$ cat src/verilog/mcb_consts.svh
// constants of the module clock, control hub and local data bus token block
// ============================================================
// Function
// - device clock port receiver is always enabled.
// - all core logic is timed only by edges of the device clock port; code clocks all logic on clk_sys, register bus and pad enables every cycle.
// - identifier low three bits zero makes module master: clock driver, master rx on.
// - master forwards master clock port input out on device clock driver.
// - termination on for master, or slave whose four-bit identifier is 6.
// - termination also on for slave identifier 14; discrepancy kept for review.
// - master clock port driver is never enabled.
// - control line is half-duplex; each bit is synchronous to device clock.
// - chip replies serially on the control line synchronous to its clock.
// - master copies control line to local port and forwards slave read replies.
// - point-to-point serial output defaults 1.2 Gbps; 600 or 400 Mb/s selectable.
// - module master serial output runs 400 Mbps carrying its six slaves' data; code gives 400 only while p2pConfig is clear, else the configured rate.
// - default: four low bus lines double data rate, one byte per clock.
// - option: single data rate on eight lines, one byte per clock.
// - default bus owner drives the local bus while no frame is sent.
// - others hold predecessor identifier and watch frames to track the sender.
// - after predecessor frame completes, send exactly one whole frame.
// - after own frame, release bus drivers and wait for next slot.
// - chain order and default owner set in configuration registers.
`ifndef MCB_CONSTS_SVH
`define MCB_CONSTS_SVH

// ============================================================
// register map
`define MCB_CFG_OFS 8'h00
`define MCB_STAT_OFS 8'h04
`define MCB_CFG_RST 32'h0000_0002
`define MCB_CFG_MASK 32'h0000_0f1f

// ============================================================
// config fields
`define MCB_CFG_SDR 0
`define MCB_CFG_P2P 1
`define MCB_CFG_RATE_LO 2
`define MCB_CFG_DFLT 4
`define MCB_CFG_PRED_LO 8

// ============================================================
// identifiers and rates
`define MCB_MASTER_LOW3 3'h0
`define MCB_TERM_ID_A 4'h6
`define MCB_TERM_ID_B 4'he
`define MCB_RATE_1G2 2'h0
`define MCB_RATE_600 2'h1
`define MCB_RATE_400 2'h2

// ============================================================
// local bus framing and register bus response codes
`define MCB_HDR_CODE 4'ha
`define MCB_TRL_CODE 4'hb
`define MCB_IDLE_BYTE 8'hff
`define MCB_RESP_OK 2'h0
`define MCB_RESP_ERR 2'h2

`endif

$ cat src/verilog/mcb_pkg.sv
// types of the module clock, control hub and local data bus token block
package mcb_pkg;

   // ============================================================
   // bus carriers
   typedef struct packed {
      logic awvalid;
      logic [7:0] awaddr;
      logic wvalid;
      logic [31:0] wdata;
      logic [3:0] wstrb;
      logic bready;
      logic arvalid;
      logic [7:0] araddr;
      logic rready;
   } mcb_axi_req_t;

   typedef struct packed {
      logic awready;
      logic wready;
      logic bvalid;
      logic [1:0] bresp;
      logic arready;
      logic rvalid;
      logic [31:0] rdata;
      logic [1:0] rresp;
   } mcb_axi_rsp_t;

   // ============================================================
   // frame transmit states
   typedef enum logic [3:0] {
      TX_IDLE = 4'h1,
      TX_HDR = 4'h2,
      TX_DATA = 4'h4,
      TX_TRL = 4'h8
   } mcb_tx_t;

   typedef struct packed {
      logic sdr;
      logic p2pConfig;
      logic [1:0] rate;
      logic dfltOwner;
      logic [3:0] predId;
   } mcb_cfg_t;

   // ============================================================
   // whole block state
   typedef struct packed {
      logic [15:0] s1;
      logic [15:0] s2;
      logic [15:0] s3;
      logic [15:0] flt;
      logic dclkPrev;
      mcb_cfg_t cfg;
      logic awHeld;
      logic [7:0] awAddr;
      logic wHeld;
      logic [31:0] wData;
      logic [3:0] wStrb;
      logic bValid;
      logic [1:0] bResp;
      logic rValid;
      logic [31:0] rData;
      logic [1:0] rResp;
      mcb_tx_t tx;
      logic grantPend;
      logic [7:0] txByte;
      logic busOe;
      logic [3:0] rxLo;
      logic [3:0] lastSender;
      logic [7:0] rxByte;
      logic rxValid;
      logic ctrlOut;
      logic ctrlOe;
      logic lclOut;
      logic lclOe;
      logic dclkOut;
      logic master;
      logic termEn;
      logic hsEnable;
      logic [1:0] hsRate;
   } mcb_state_t;

endpackage

$ cat src/verilog/mcb_top.sv
// module clock control, control hub and local data bus token chain
`timescale 1ns/1ps
`default_nettype none
`include "mcb_consts.svh"

module mcb_top (
   // clock and reset
   input wire logic clk_sys,
   input wire logic rstn,
   // register bus
   input wire mcb_pkg::mcb_axi_req_t axiReq,
   output mcb_pkg::mcb_axi_rsp_t axiRsp,
   // identifier straps
   input wire logic [3:0] chipIdPin,
   // device clock port
   input wire logic dclkIn,
   output logic dclkOut,
   output logic dclkOe,
   output logic dclkRxEn,
   output logic dclkTermEn,
   // master clock port
   input wire logic mclkIn,
   output logic mclkOut,
   output logic mclkOe,
   output logic mclkRxEn,
   // differential control line
   input wire logic ctrlLineIn,
   output logic ctrlLineOut,
   output logic ctrlLineOe,
   // local control port
   input wire logic localCtrlIn,
   output logic localCtrlOut,
   output logic localCtrlOe,
   // control protocol side
   input wire logic ctrlRespBit,
   input wire logic ctrlRespEn,
   input wire logic slaveRdFwd,
   output logic ctrlRxBit,
   // local data bus
   input wire logic [7:0] dataIn,
   output logic [7:0] dataOut,
   output logic [7:0] dataOe,
   // own frame source
   input wire logic [7:0] frmData,
   input wire logic frmValid,
   input wire logic frmLast,
   output logic frmReady,
   // monitored bus bytes
   output logic [7:0] rxByte,
   output logic rxValid,
   output logic [3:0] busSender,
   // serial output settings
   output logic hsEnable,
   output logic [1:0] hsRate,
   output logic moduleRole
);

   mcb_pkg::mcb_state_t st_q;
   mcb_pkg::mcb_state_t st_d;
   logic [15:0] padRaw;
   logic [15:0] fltNext;
   logic rise;
   logic fall;
   logic [3:0] chipId;
   logic masterNow;
   logic ctrlSide;
   logic wrDo;
   logic [31:0] cfgWord;
   logic [31:0] cfgNew;
   logic [31:0] statWord;
   logic [7:0] busByte;

   // ============================================================
   // pad synchronisers
   // pad vector: 0 device_clock_port, 1 mclk, 2 control line, 3 local control,
   // 7:4 identifier straps, 15:8 local data bus
   assign padRaw = {dataIn, chipIdPin, localCtrlIn, ctrlLineIn, mclkIn, dclkIn};

   // a bit only moves once stages two and three agree, so a glitch is dropped
   genvar gi;
   generate
      for (gi = 0; gi < 16; gi = gi + 1) begin : g_flt
         assign fltNext[gi] = (st_q.s2[gi] == st_q.s3[gi]) ? st_q.s3[gi] : st_q.flt[gi];
      end
   endgenerate

   // ============================================================
   // derived levels
   assign rise = st_q.flt[0] & ~st_q.dclkPrev;
   assign fall = ~st_q.flt[0] & st_q.dclkPrev;
   assign chipId = st_q.flt[7:4];
   assign masterNow = (chipId[2:0] == `MCB_MASTER_LOW3);
   // master and point-to-point chips sit on the differential line itself
   assign ctrlSide = st_q.master | st_q.cfg.p2pConfig;
   assign wrDo = st_q.awHeld & st_q.wHeld & ~st_q.bValid;

   assign cfgWord = {20'h00000, st_q.cfg.predId, 3'h0, st_q.cfg.dfltOwner,
                     st_q.cfg.rate, st_q.cfg.p2pConfig, st_q.cfg.sdr};
   assign statWord = {16'h0000, st_q.lastSender, chipId, st_q.grantPend,
                      (st_q.tx != mcb_pkg::TX_IDLE), st_q.busOe, st_q.termEn,
                      st_q.hsEnable, st_q.hsRate, st_q.master};

   generate
      for (gi = 0; gi < 4; gi = gi + 1) begin : g_strb
         assign cfgNew[gi*8 +: 8] = st_q.wStrb[gi] ? st_q.wData[gi*8 +: 8] : cfgWord[gi*8 +: 8];
      end
   endgenerate

   // sdr: whole byte over eight lines; ddr: byte assembled from two nibbles
   assign busByte = st_q.cfg.sdr ? st_q.flt[15:8] : {st_q.flt[11:8], st_q.rxLo};

   // ============================================================
   // next state
   always_comb begin
      st_d = st_q;
      st_d.s1 = padRaw;
      st_d.s2 = st_q.s1;
      st_d.s3 = st_q.s2;
      st_d.flt = fltNext;
      st_d.dclkPrev = st_q.flt[0];
      st_d.rxValid = 1'b0;

      // role and pad enables
      st_d.master = masterNow;
      st_d.termEn = masterNow | (chipId == `MCB_TERM_ID_A) | (chipId == `MCB_TERM_ID_B);
      st_d.dclkOut = st_q.flt[1];
      st_d.hsEnable = st_q.cfg.p2pConfig | masterNow;
      st_d.hsRate = st_q.cfg.p2pConfig ? st_q.cfg.rate : `MCB_RATE_400;

      // register write: address and data taken in either order
      if (axiReq.awvalid && !st_q.awHeld) begin
         st_d.awHeld = 1'b1;
         st_d.awAddr = axiReq.awaddr;
      end
      if (axiReq.wvalid && !st_q.wHeld) begin
         st_d.wHeld = 1'b1;
         st_d.wData = axiReq.wdata;
         st_d.wStrb = axiReq.wstrb;
      end
      if (wrDo) begin
         st_d.awHeld = 1'b0;
         st_d.wHeld = 1'b0;
         st_d.bValid = 1'b1;
         st_d.bResp = `MCB_RESP_OK;
         if (st_q.awAddr[7:2] == 6'(`MCB_CFG_OFS >> 2)) begin
            st_d.cfg.sdr = cfgNew[`MCB_CFG_SDR];
            st_d.cfg.p2pConfig = cfgNew[`MCB_CFG_P2P];
            st_d.cfg.rate = cfgNew[`MCB_CFG_RATE_LO +: 2];
            st_d.cfg.dfltOwner = cfgNew[`MCB_CFG_DFLT];
            st_d.cfg.predId = cfgNew[`MCB_CFG_PRED_LO +: 4];
         end else if (st_q.awAddr[7:2] != 6'(`MCB_STAT_OFS >> 2)) begin
            st_d.bResp = `MCB_RESP_ERR;
         end
      end else if (st_q.bValid && axiReq.bready) begin
         st_d.bValid = 1'b0;
      end

      // register read
      if (axiReq.arvalid && !st_q.rValid) begin
         st_d.rValid = 1'b1;
         st_d.rResp = `MCB_RESP_OK;
         if (axiReq.araddr[7:2] == 6'(`MCB_CFG_OFS >> 2)) begin
            st_d.rData = cfgWord;
         end else if (axiReq.araddr[7:2] == 6'(`MCB_STAT_OFS >> 2)) begin
            st_d.rData = statWord;
         end else begin
            st_d.rData = 32'h0000_0000;
            st_d.rResp = `MCB_RESP_ERR;
         end
      end else if (st_q.rValid && axiReq.rready) begin
         st_d.rValid = 1'b0;
      end

      // control line and local control port, moved only on device clock rise
      if (rise) begin
         st_d.ctrlOe = 1'b0;
         st_d.lclOe = 1'b0;
         if (st_q.master) begin
            st_d.lclOut = st_q.flt[2];
            st_d.lclOe = ~slaveRdFwd;
            if (slaveRdFwd) begin
               st_d.ctrlOut = st_q.flt[3];
               st_d.ctrlOe = 1'b1;
            end
         end
         if (ctrlRespEn) begin
            // the controller keeps off the line while a chip answers
            if (ctrlSide) begin
               st_d.ctrlOut = ctrlRespBit;
               st_d.ctrlOe = 1'b1;
            end else begin
               st_d.lclOut = ctrlRespBit;
               st_d.lclOe = 1'b1;
            end
         end
      end

      // bus monitor: ddr low nibble sampled at fall, byte complete at rise
      if (fall) begin
         st_d.rxLo = st_q.flt[11:8];
      end
      if (rise) begin
         st_d.rxByte = busByte;
         st_d.rxValid = 1'b1;
         if (busByte[7:4] == `MCB_HDR_CODE) begin
            st_d.lastSender = busByte[3:0];
         end
         // data bytes must avoid the trailer code; there is no escaping
         if (busByte[7:4] == `MCB_TRL_CODE && busByte[3:0] == st_q.cfg.predId
             && !st_q.cfg.dfltOwner && st_q.tx == mcb_pkg::TX_IDLE) begin
            st_d.grantPend = 1'b1;
         end
      end

      // frame transmitter, one byte per device clock period
      if (rise) begin
         unique case (st_q.tx)
            mcb_pkg::TX_IDLE: begin
               st_d.busOe = st_q.cfg.dfltOwner;
               st_d.txByte = `MCB_IDLE_BYTE;
               if (st_d.grantPend || (st_q.cfg.dfltOwner && frmValid)) begin
                  st_d.grantPend = 1'b0;
                  st_d.busOe = 1'b1;
                  st_d.txByte = {`MCB_HDR_CODE, chipId};
                  st_d.tx = mcb_pkg::TX_HDR;
               end
            end
            mcb_pkg::TX_HDR, mcb_pkg::TX_DATA: begin
               st_d.tx = mcb_pkg::TX_DATA;
               st_d.txByte = `MCB_IDLE_BYTE;
               if (frmValid) begin
                  st_d.txByte = frmData;
                  if (frmLast) begin
                     st_d.tx = mcb_pkg::TX_TRL;
                  end
               end
            end
            mcb_pkg::TX_TRL: begin
               st_d.txByte = {`MCB_TRL_CODE, chipId};
               st_d.tx = mcb_pkg::TX_IDLE;
            end
         endcase
      end
      // the trailer stands one period, then the bus is let go unless the chip is default owner
      if (rise && st_q.tx == mcb_pkg::TX_IDLE && st_q.txByte[7:4] == `MCB_TRL_CODE
          && !st_d.busOe) begin
         st_d.busOe = 1'b0;
      end
   end

   // ============================================================
   // state register
   always_ff @(posedge clk_sys or negedge rstn) begin
      if (!rstn) begin
         st_q <= '0;
         st_q.cfg.p2pConfig <= 1'b1;
         st_q.tx <= mcb_pkg::TX_IDLE;
         st_q.txByte <= `MCB_IDLE_BYTE;
         st_q.hsRate <= `MCB_RATE_1G2;
      end else begin
         st_q <= st_d;
      end
   end

   // ============================================================
   // outputs
   always_comb begin
      axiRsp.awready = ~st_q.awHeld;
      axiRsp.wready = ~st_q.wHeld;
      axiRsp.bvalid = st_q.bValid;
      axiRsp.bresp = st_q.bResp;
      axiRsp.arready = ~st_q.rValid;
      axiRsp.rvalid = st_q.rValid;
      axiRsp.rdata = st_q.rData;
      axiRsp.rresp = st_q.rResp;
   end

   assign dclkRxEn = 1'b1;
   assign dclkOut = st_q.dclkOut;
   assign dclkOe = st_q.master;
   assign dclkTermEn = st_q.termEn;
   assign mclkOut = 1'b0;
   assign mclkOe = 1'b0;
   assign mclkRxEn = st_q.master;
   assign ctrlLineOut = st_q.ctrlOut;
   assign ctrlLineOe = st_q.ctrlOe;
   assign localCtrlOut = st_q.lclOut;
   assign localCtrlOe = st_q.lclOe;
   assign ctrlRxBit = ctrlSide ? st_q.flt[2] : st_q.flt[3];

   // ddr: low nibble while clock high, high nibble while low; top lines idle
   assign dataOut = st_q.cfg.sdr ? st_q.txByte
                    : {4'h0, (st_q.flt[0] ? st_q.txByte[3:0] : st_q.txByte[7:4])};
   assign dataOe = st_q.cfg.sdr ? {8{st_q.busOe}} : {4'h0, {4{st_q.busOe}}};
   assign frmReady = rise & (st_q.tx == mcb_pkg::TX_HDR || st_q.tx == mcb_pkg::TX_DATA);
   assign rxByte = st_q.rxByte;
   assign rxValid = st_q.rxValid;
   assign busSender = st_q.lastSender;
   assign hsEnable = st_q.hsEnable;
   assign hsRate = st_q.hsRate;
   assign moduleRole = st_q.master;

endmodule // mcb_top
`default_nettype wire

$ cat config.mk
export PLATFORM = sky130hd
export DESIGN_NAME = mcb_top
export DESIGN_NICKNAME = d
export VERILOG_FILES = /design/src/verilog/mcb_pkg.sv /design/src/verilog/mcb_top.sv
export VERILOG_INCLUDE_DIRS = /design/src /design/src/verilog
export SDC_FILE = /design/constraint.sdc
export NUM_CORES = 1
export LEC_CHECK = 0
export ABC_CLOCK_PERIOD_IN_PS = 5220
export BUFFER_PORTS_ARGS = -buffer_cell sky130_fd_sc_hd__buf_2
export CORE_ASPECT_RATIO = 1.75
export CORE_MARGIN = 3
export CORE_UTILIZATION = 56
export CTS_BUF_LIST = sky130_fd_sc_hd__clkbuf_16
export DETAILED_ROUTE_END_ITERATION = 10
export PLACE_DENSITY = 0.85
export SLEW_MARGIN = 20
export SYNTH_ARGS = -nofsm -noshare
export SYNTH_HDL_FRONTEND = slang
export SYNTH_SLANG_ARGS = --single-unit
$ cat constraint.sdc
create_clock -name clk_sys -period 5.22 [get_ports clk_sys]
set_clock_uncertainty 0.1 [all_clocks]
set_input_delay 0.261 -clock clk_sys [delete_from_list [all_inputs] [get_ports clk_sys]]
set_output_delay 0.261 -clock clk_sys [all_outputs]
set_load 0.03 [all_outputs]
Word level (Yosys, flattened, before mapping)
Cells that the tools add are included.

Register bits: 199. Word-level logic and storage cells: 167.

Bitwise logic cells: 16. Eq/ne operators: 30. Reductions and logical operators: 31. Mux-type cells: 38.

Operator list (count): $mux 37 (1); $mux 16 (2); $mux 8 (4); $pmux 8 s3 (1); $eq 4x4->1 const B (5); $mux 4 (5); $eq 1x1->1 (16); $mux 2 (8); $mux 14 (1); $mux 1 (13); $logic_and 1x1->1 (12); $logic_not 6->1 (2); $pmux 4 s3 (1); $mux 10 (1); $mux 9 (1); $eq 4x3->1 const B (2); $reduce_bool 2->1 (4); $not 1->1 (7); $eq 6x1->1 const B (1); $ne 6x1->1 const B (1); $reduce_and 3->1 (2); $and 1x1->1 (5); $logic_not 1->1 (5); $eq 4x1->1 const B (1); 9 further kinds (14).

Depth between registers and ports, before layout
Depth after elaboration: 14. Gate-level depth with buffers: 8. Mapped depth without buffers: 6.

Worst setup path after synthesis
No wires, ideal clock.

Path type: flip-flop to flip-flop. Start: register st_q[121] in the netlist's numbering. End: register st_q, in the netlist cfgWord[2]. Arrival time: 1.593 ns. Buffers on the path: 0. Path slack: 3.402 ns. Stages on the path, launching flop included: 5. Data required time: 4.995 ns. Cells stage by stage: dfrtp_1 > or4_4 > nor4_4 > nand2_2 > mux2_4.

Longest elaborated chain between the ends: 2.

Ends and longest elaborated chain: start: declaration (line mcb_top.sv:58) `mcb_pkg::mcb_state_t st_q;`; start signal: assignment (line mcb_top.sv:261) `st_q <= st_d;`; $logic_not 6->1 (line mcb_top.sv:145) `` if (st_q.awAddr[7:2] == 6'(`MCB_CFG_OFS >> 2)) begin ``; $reduce_and 3->1 (no line).

Every way passes these cells. A chain may end at the register's enable or synchronous reset.

Worst setup path in the final report
Start: register st_q, in the netlist cfgWord[0]. End: output port dataOut[0].

Longest elaborated chain between the ends: 1.

Ends and longest elaborated chain: $mux 8 (line mcb_top.sv:292) `assign dataOut = st_q.cfg.sdr ? st_q.txByte`; end: declaration (line mcb_top.sv:41) `output logic [7:0] dataOut,`.

Every way passes these cells.

==> key figures <==
Clocking
  – CTS root buf: clkbuf_16
  – Hold buffers post-CTS: 38
  – CTS tree: built
  – Clock Sinks: ~150
  – TritonCTS buffer count: 17
  – H-tree Lvls: 4
  – Maximum root-to-sink buffer count: 2
  – Clock latency on the worst-skew pair: a little over 0.4 ns
  – Post-CTS sizing: 0
  – Post-CTS Setup Inserts: 0
  – Clock transition at path regs: 0.06 ns

Floorplan
  – Die area: approximately 12000 sq um
  – Initial cell density of the core: 0.5751
  – Die Width: 85.47 microns
  – IO Pins: 175
  – Site Rows: 50
  – Core ar.: 10760 sq um
  – Die Y: approximately 150 microns

Placed design
  – Setup Slack @ Placement: approximately 2.8 ns
  – Post-DP HPWL: around 8600 microns
  – Final RePlAce weighted congestion: approximately 0.79
  – PortBufs: ~120

Global route
  – Initial antenna violation count: 0
  – Total track usage: 0.2160
  – First-pass GRT wire length: 20710 microns
  – Met1 usage: 0.2341
  – GR Util met3: 0.05455
  – Vias in the first global route: about 4.3k
  – Maximum number of pins on one net before global-route repair: approximately 110
  – Gr busiest metal: met2
  – GRT met2 Usage: 0.3820
  – Global route overflow: 0

Synthesis
  – Distinct cells, synth: 49
  – Top FF cell, synth: dfrtp_1
  – Post-Syn Instances: slightly below 500
  – Mapped Area: 6188 sq um
  – Flops & latches, synth: 154
  – Post-synth EDFFs: 0
  – Seq/Total Area, Yosys: 0.6247
  – Synthesized area per cell: between 10 and 15 sq um
  – Fraction of registers with async set/reset: 1.000
  – Number of synthesis warnings: 0

Layout
  – Area of the multi-input gates: 1815 sq um
  – Most common cell after layout, fill and taps aside: dfrtp_1
  – FF/Latch Area: roughly 3900 sq um
  – Fillers: between 700 and 800
  – Fin nets: between 600 and 700
  – Syn-to-layout area delta: 21.27%
  – Final Util: 0.6974
  – # diodes: 0
  – Most frequent cells in the layout: 144 x dfrtp_1, 123 x buf_2, 38 x dlygate4sd3_1
  – Share of cells above drive strength 1: 0.3446

Critical path
  – CP Capture Type: output port
  – CP Cell Sequence: nor2_1 > mux2_2 > buf_2
  – CP delay by family, top: flip-flops
  – CP max FO: 18
  – Critical path's slowest cell: dfrtp_1
  – Worst setup path category: flip-flop to output port
  – Arrival time at the worst endpoint: 2.14 ns
  – Buf/Inv on CP: 1
  – Critical path's largest stage delay: just under 0.7 ns
  – Setup crit start kind: flip-flop
  – Req. time, crit path: 4.86 ns

Timing
  – Max-slew violations: 0
  – Worst slew margin: 0.3528
  – # setup viols final: 0
  – Fin crit share: 0.4788
  – Worst Tran Pin Value: 0.9688 ns
  – Crit path time final: approximately 2.5 ns
  – Fmax: 400.1 MHz
  – Setup tns final: 0 ns
  – Final Hold Fails: 0
  – RSZ-0062 raised after global routing: false
  – Final worst slack: 2.721 ns

Power
  – Pleak: about 3.6 nW
  – Max VDD drop: ~0.34 mV
  – Cell Pwr Density: approximately 500 nW/um^2

Drt
  – Vias: 3917
  – TritonRoute pass-1 iters: 4
  – Via density: around 5.2
  – Initial DRC Count: 189
  – Routed Antenna Nets: 0
  – # DRC: 0
  – Detailed-route wire length per cell: around 17 microns
  – Routed WL: 12410 microns

Job
  – Max-cap violations: 0

Outcome
  – Status: finished, final reports clean

Hold path
  – Class of the worst hold path: input port to flip-flop
synth_stat cells, types with 8 or more instances:
| cell | instances | area share |
|---|---|---|
| nor2_1 | 19 | 0.012 |
| nand3_1 | 8 | 0.0065 |
| dfstp_2 | 10 | 0.042 |
| clkbuf_1 | 11 | 0.0067 |
| a21oi_1 | 12 | 0.0097 |
| o21ai_0 | 32 | 0.026 |
| mux2_2 | 35 | 0.064 |
| mux2i_1 | 17 | 0.027 |
| maj3_1 | 16 | 0.026 |
| buf_4 | 64 | 0.078 |
| nand2_1 | 34 | 0.021 |
| dfrtp_1 | 144 | 0.58 |
| a22o_1 | 8 | 0.011 |
routing by layer:
metal	share of wire	routed length, microns	vias up
li1	-	-	1808
met1	0.36	4472	1936
met2	0.55	6883	144
met3	0.057	709	29
met4	0.028	343	0
met5	0	0	-
final timing paths:
kind | start | to | slack (ns) | depth (start not counted)
worst max-delay path | cfgWord[0] | dataOut[0] | 2.72 | 3
worst min-delay path | axiReq[8] | axiRsp[1] | 0.03 | 3
worst max register to register | axiRsp[34] | axiRsp[16] | 2.81 | 5
worst min register to register | st_d[171] | st_d[155] | 0.24 | 0
max in group asynchronous | rstn | st_q[150] | 3.44 | 3
min in group asynchronous | rstn | axiRsp[5] | 0.42 | 2
tightest hold or removal path, cell delays in order:
cell     delay, ns
buf_2         0.07
nor3_1        0.04
a21oi_1       0.12
final cells by class:
cell class,instances,share of cell area
Sequential cell,154,0.5152
Timing Repair Buffer,164,0.1362
Tap cell,130,0.02167
Clock inverter,15,0.02534
Clock buffer,17,0.05669
Inverter,6,0.003001
Multi-Input combinational cell,265,0.2419
power breakdown:
| group | switching [mW] | internal (mW) |
|---|---|---|
| sequential | 0.212 | 1.44 |
| combinational | 0.551 | 0.357 |
| clock | 0.502 | 0.763 |
cells by family after synthesis:
logic type | share of synthesized area
DFF | 0.6247
and+or+nand+nor | 0.08492
buffers and inverters | 0.09341
AOI/OAI and AO/OA | 0.06632
muxes | 0.09361
adders and majority gates | 0.02588
xor gates and xnor gates | 0.009907
other | 0.001214
registers in the layout, summed over array words and instances, names as in the netlist, named ones only:
register	count
st_q	63
st_d	34
axiRsp	20
cfgWord	9
rxByte	8
busSender	4
chipId	4
hsRate	2
ctrlLineOe	1
ctrlLineOut	1
dclkOe	1
dclkOut	1
dclkTermEn	1
hsEnable	1
localCtrlOe	1
localCtrlOut	1
rxValid	1
through the flow:
step / std cells / power [mW] / hold slack, ns / cell area, sq um
2_1_floorplan: 506 / 2.369 / -0.1346 / 6260
3_3_place_gp: 681 / 2.505 / 0.2327 / 6509
3_5_place_dp: 681 / 2.560 / 0.2347 / 6509
4_1_cts: 751 / 3.854 / 0.02233 / 7505
5_1_grt: 751 / 4.005 / 0.03635 / 7505
6_report: 751 / 3.825 / 0.03450 / 7505
Note: power is estimated with default switching activity, not from simulation.
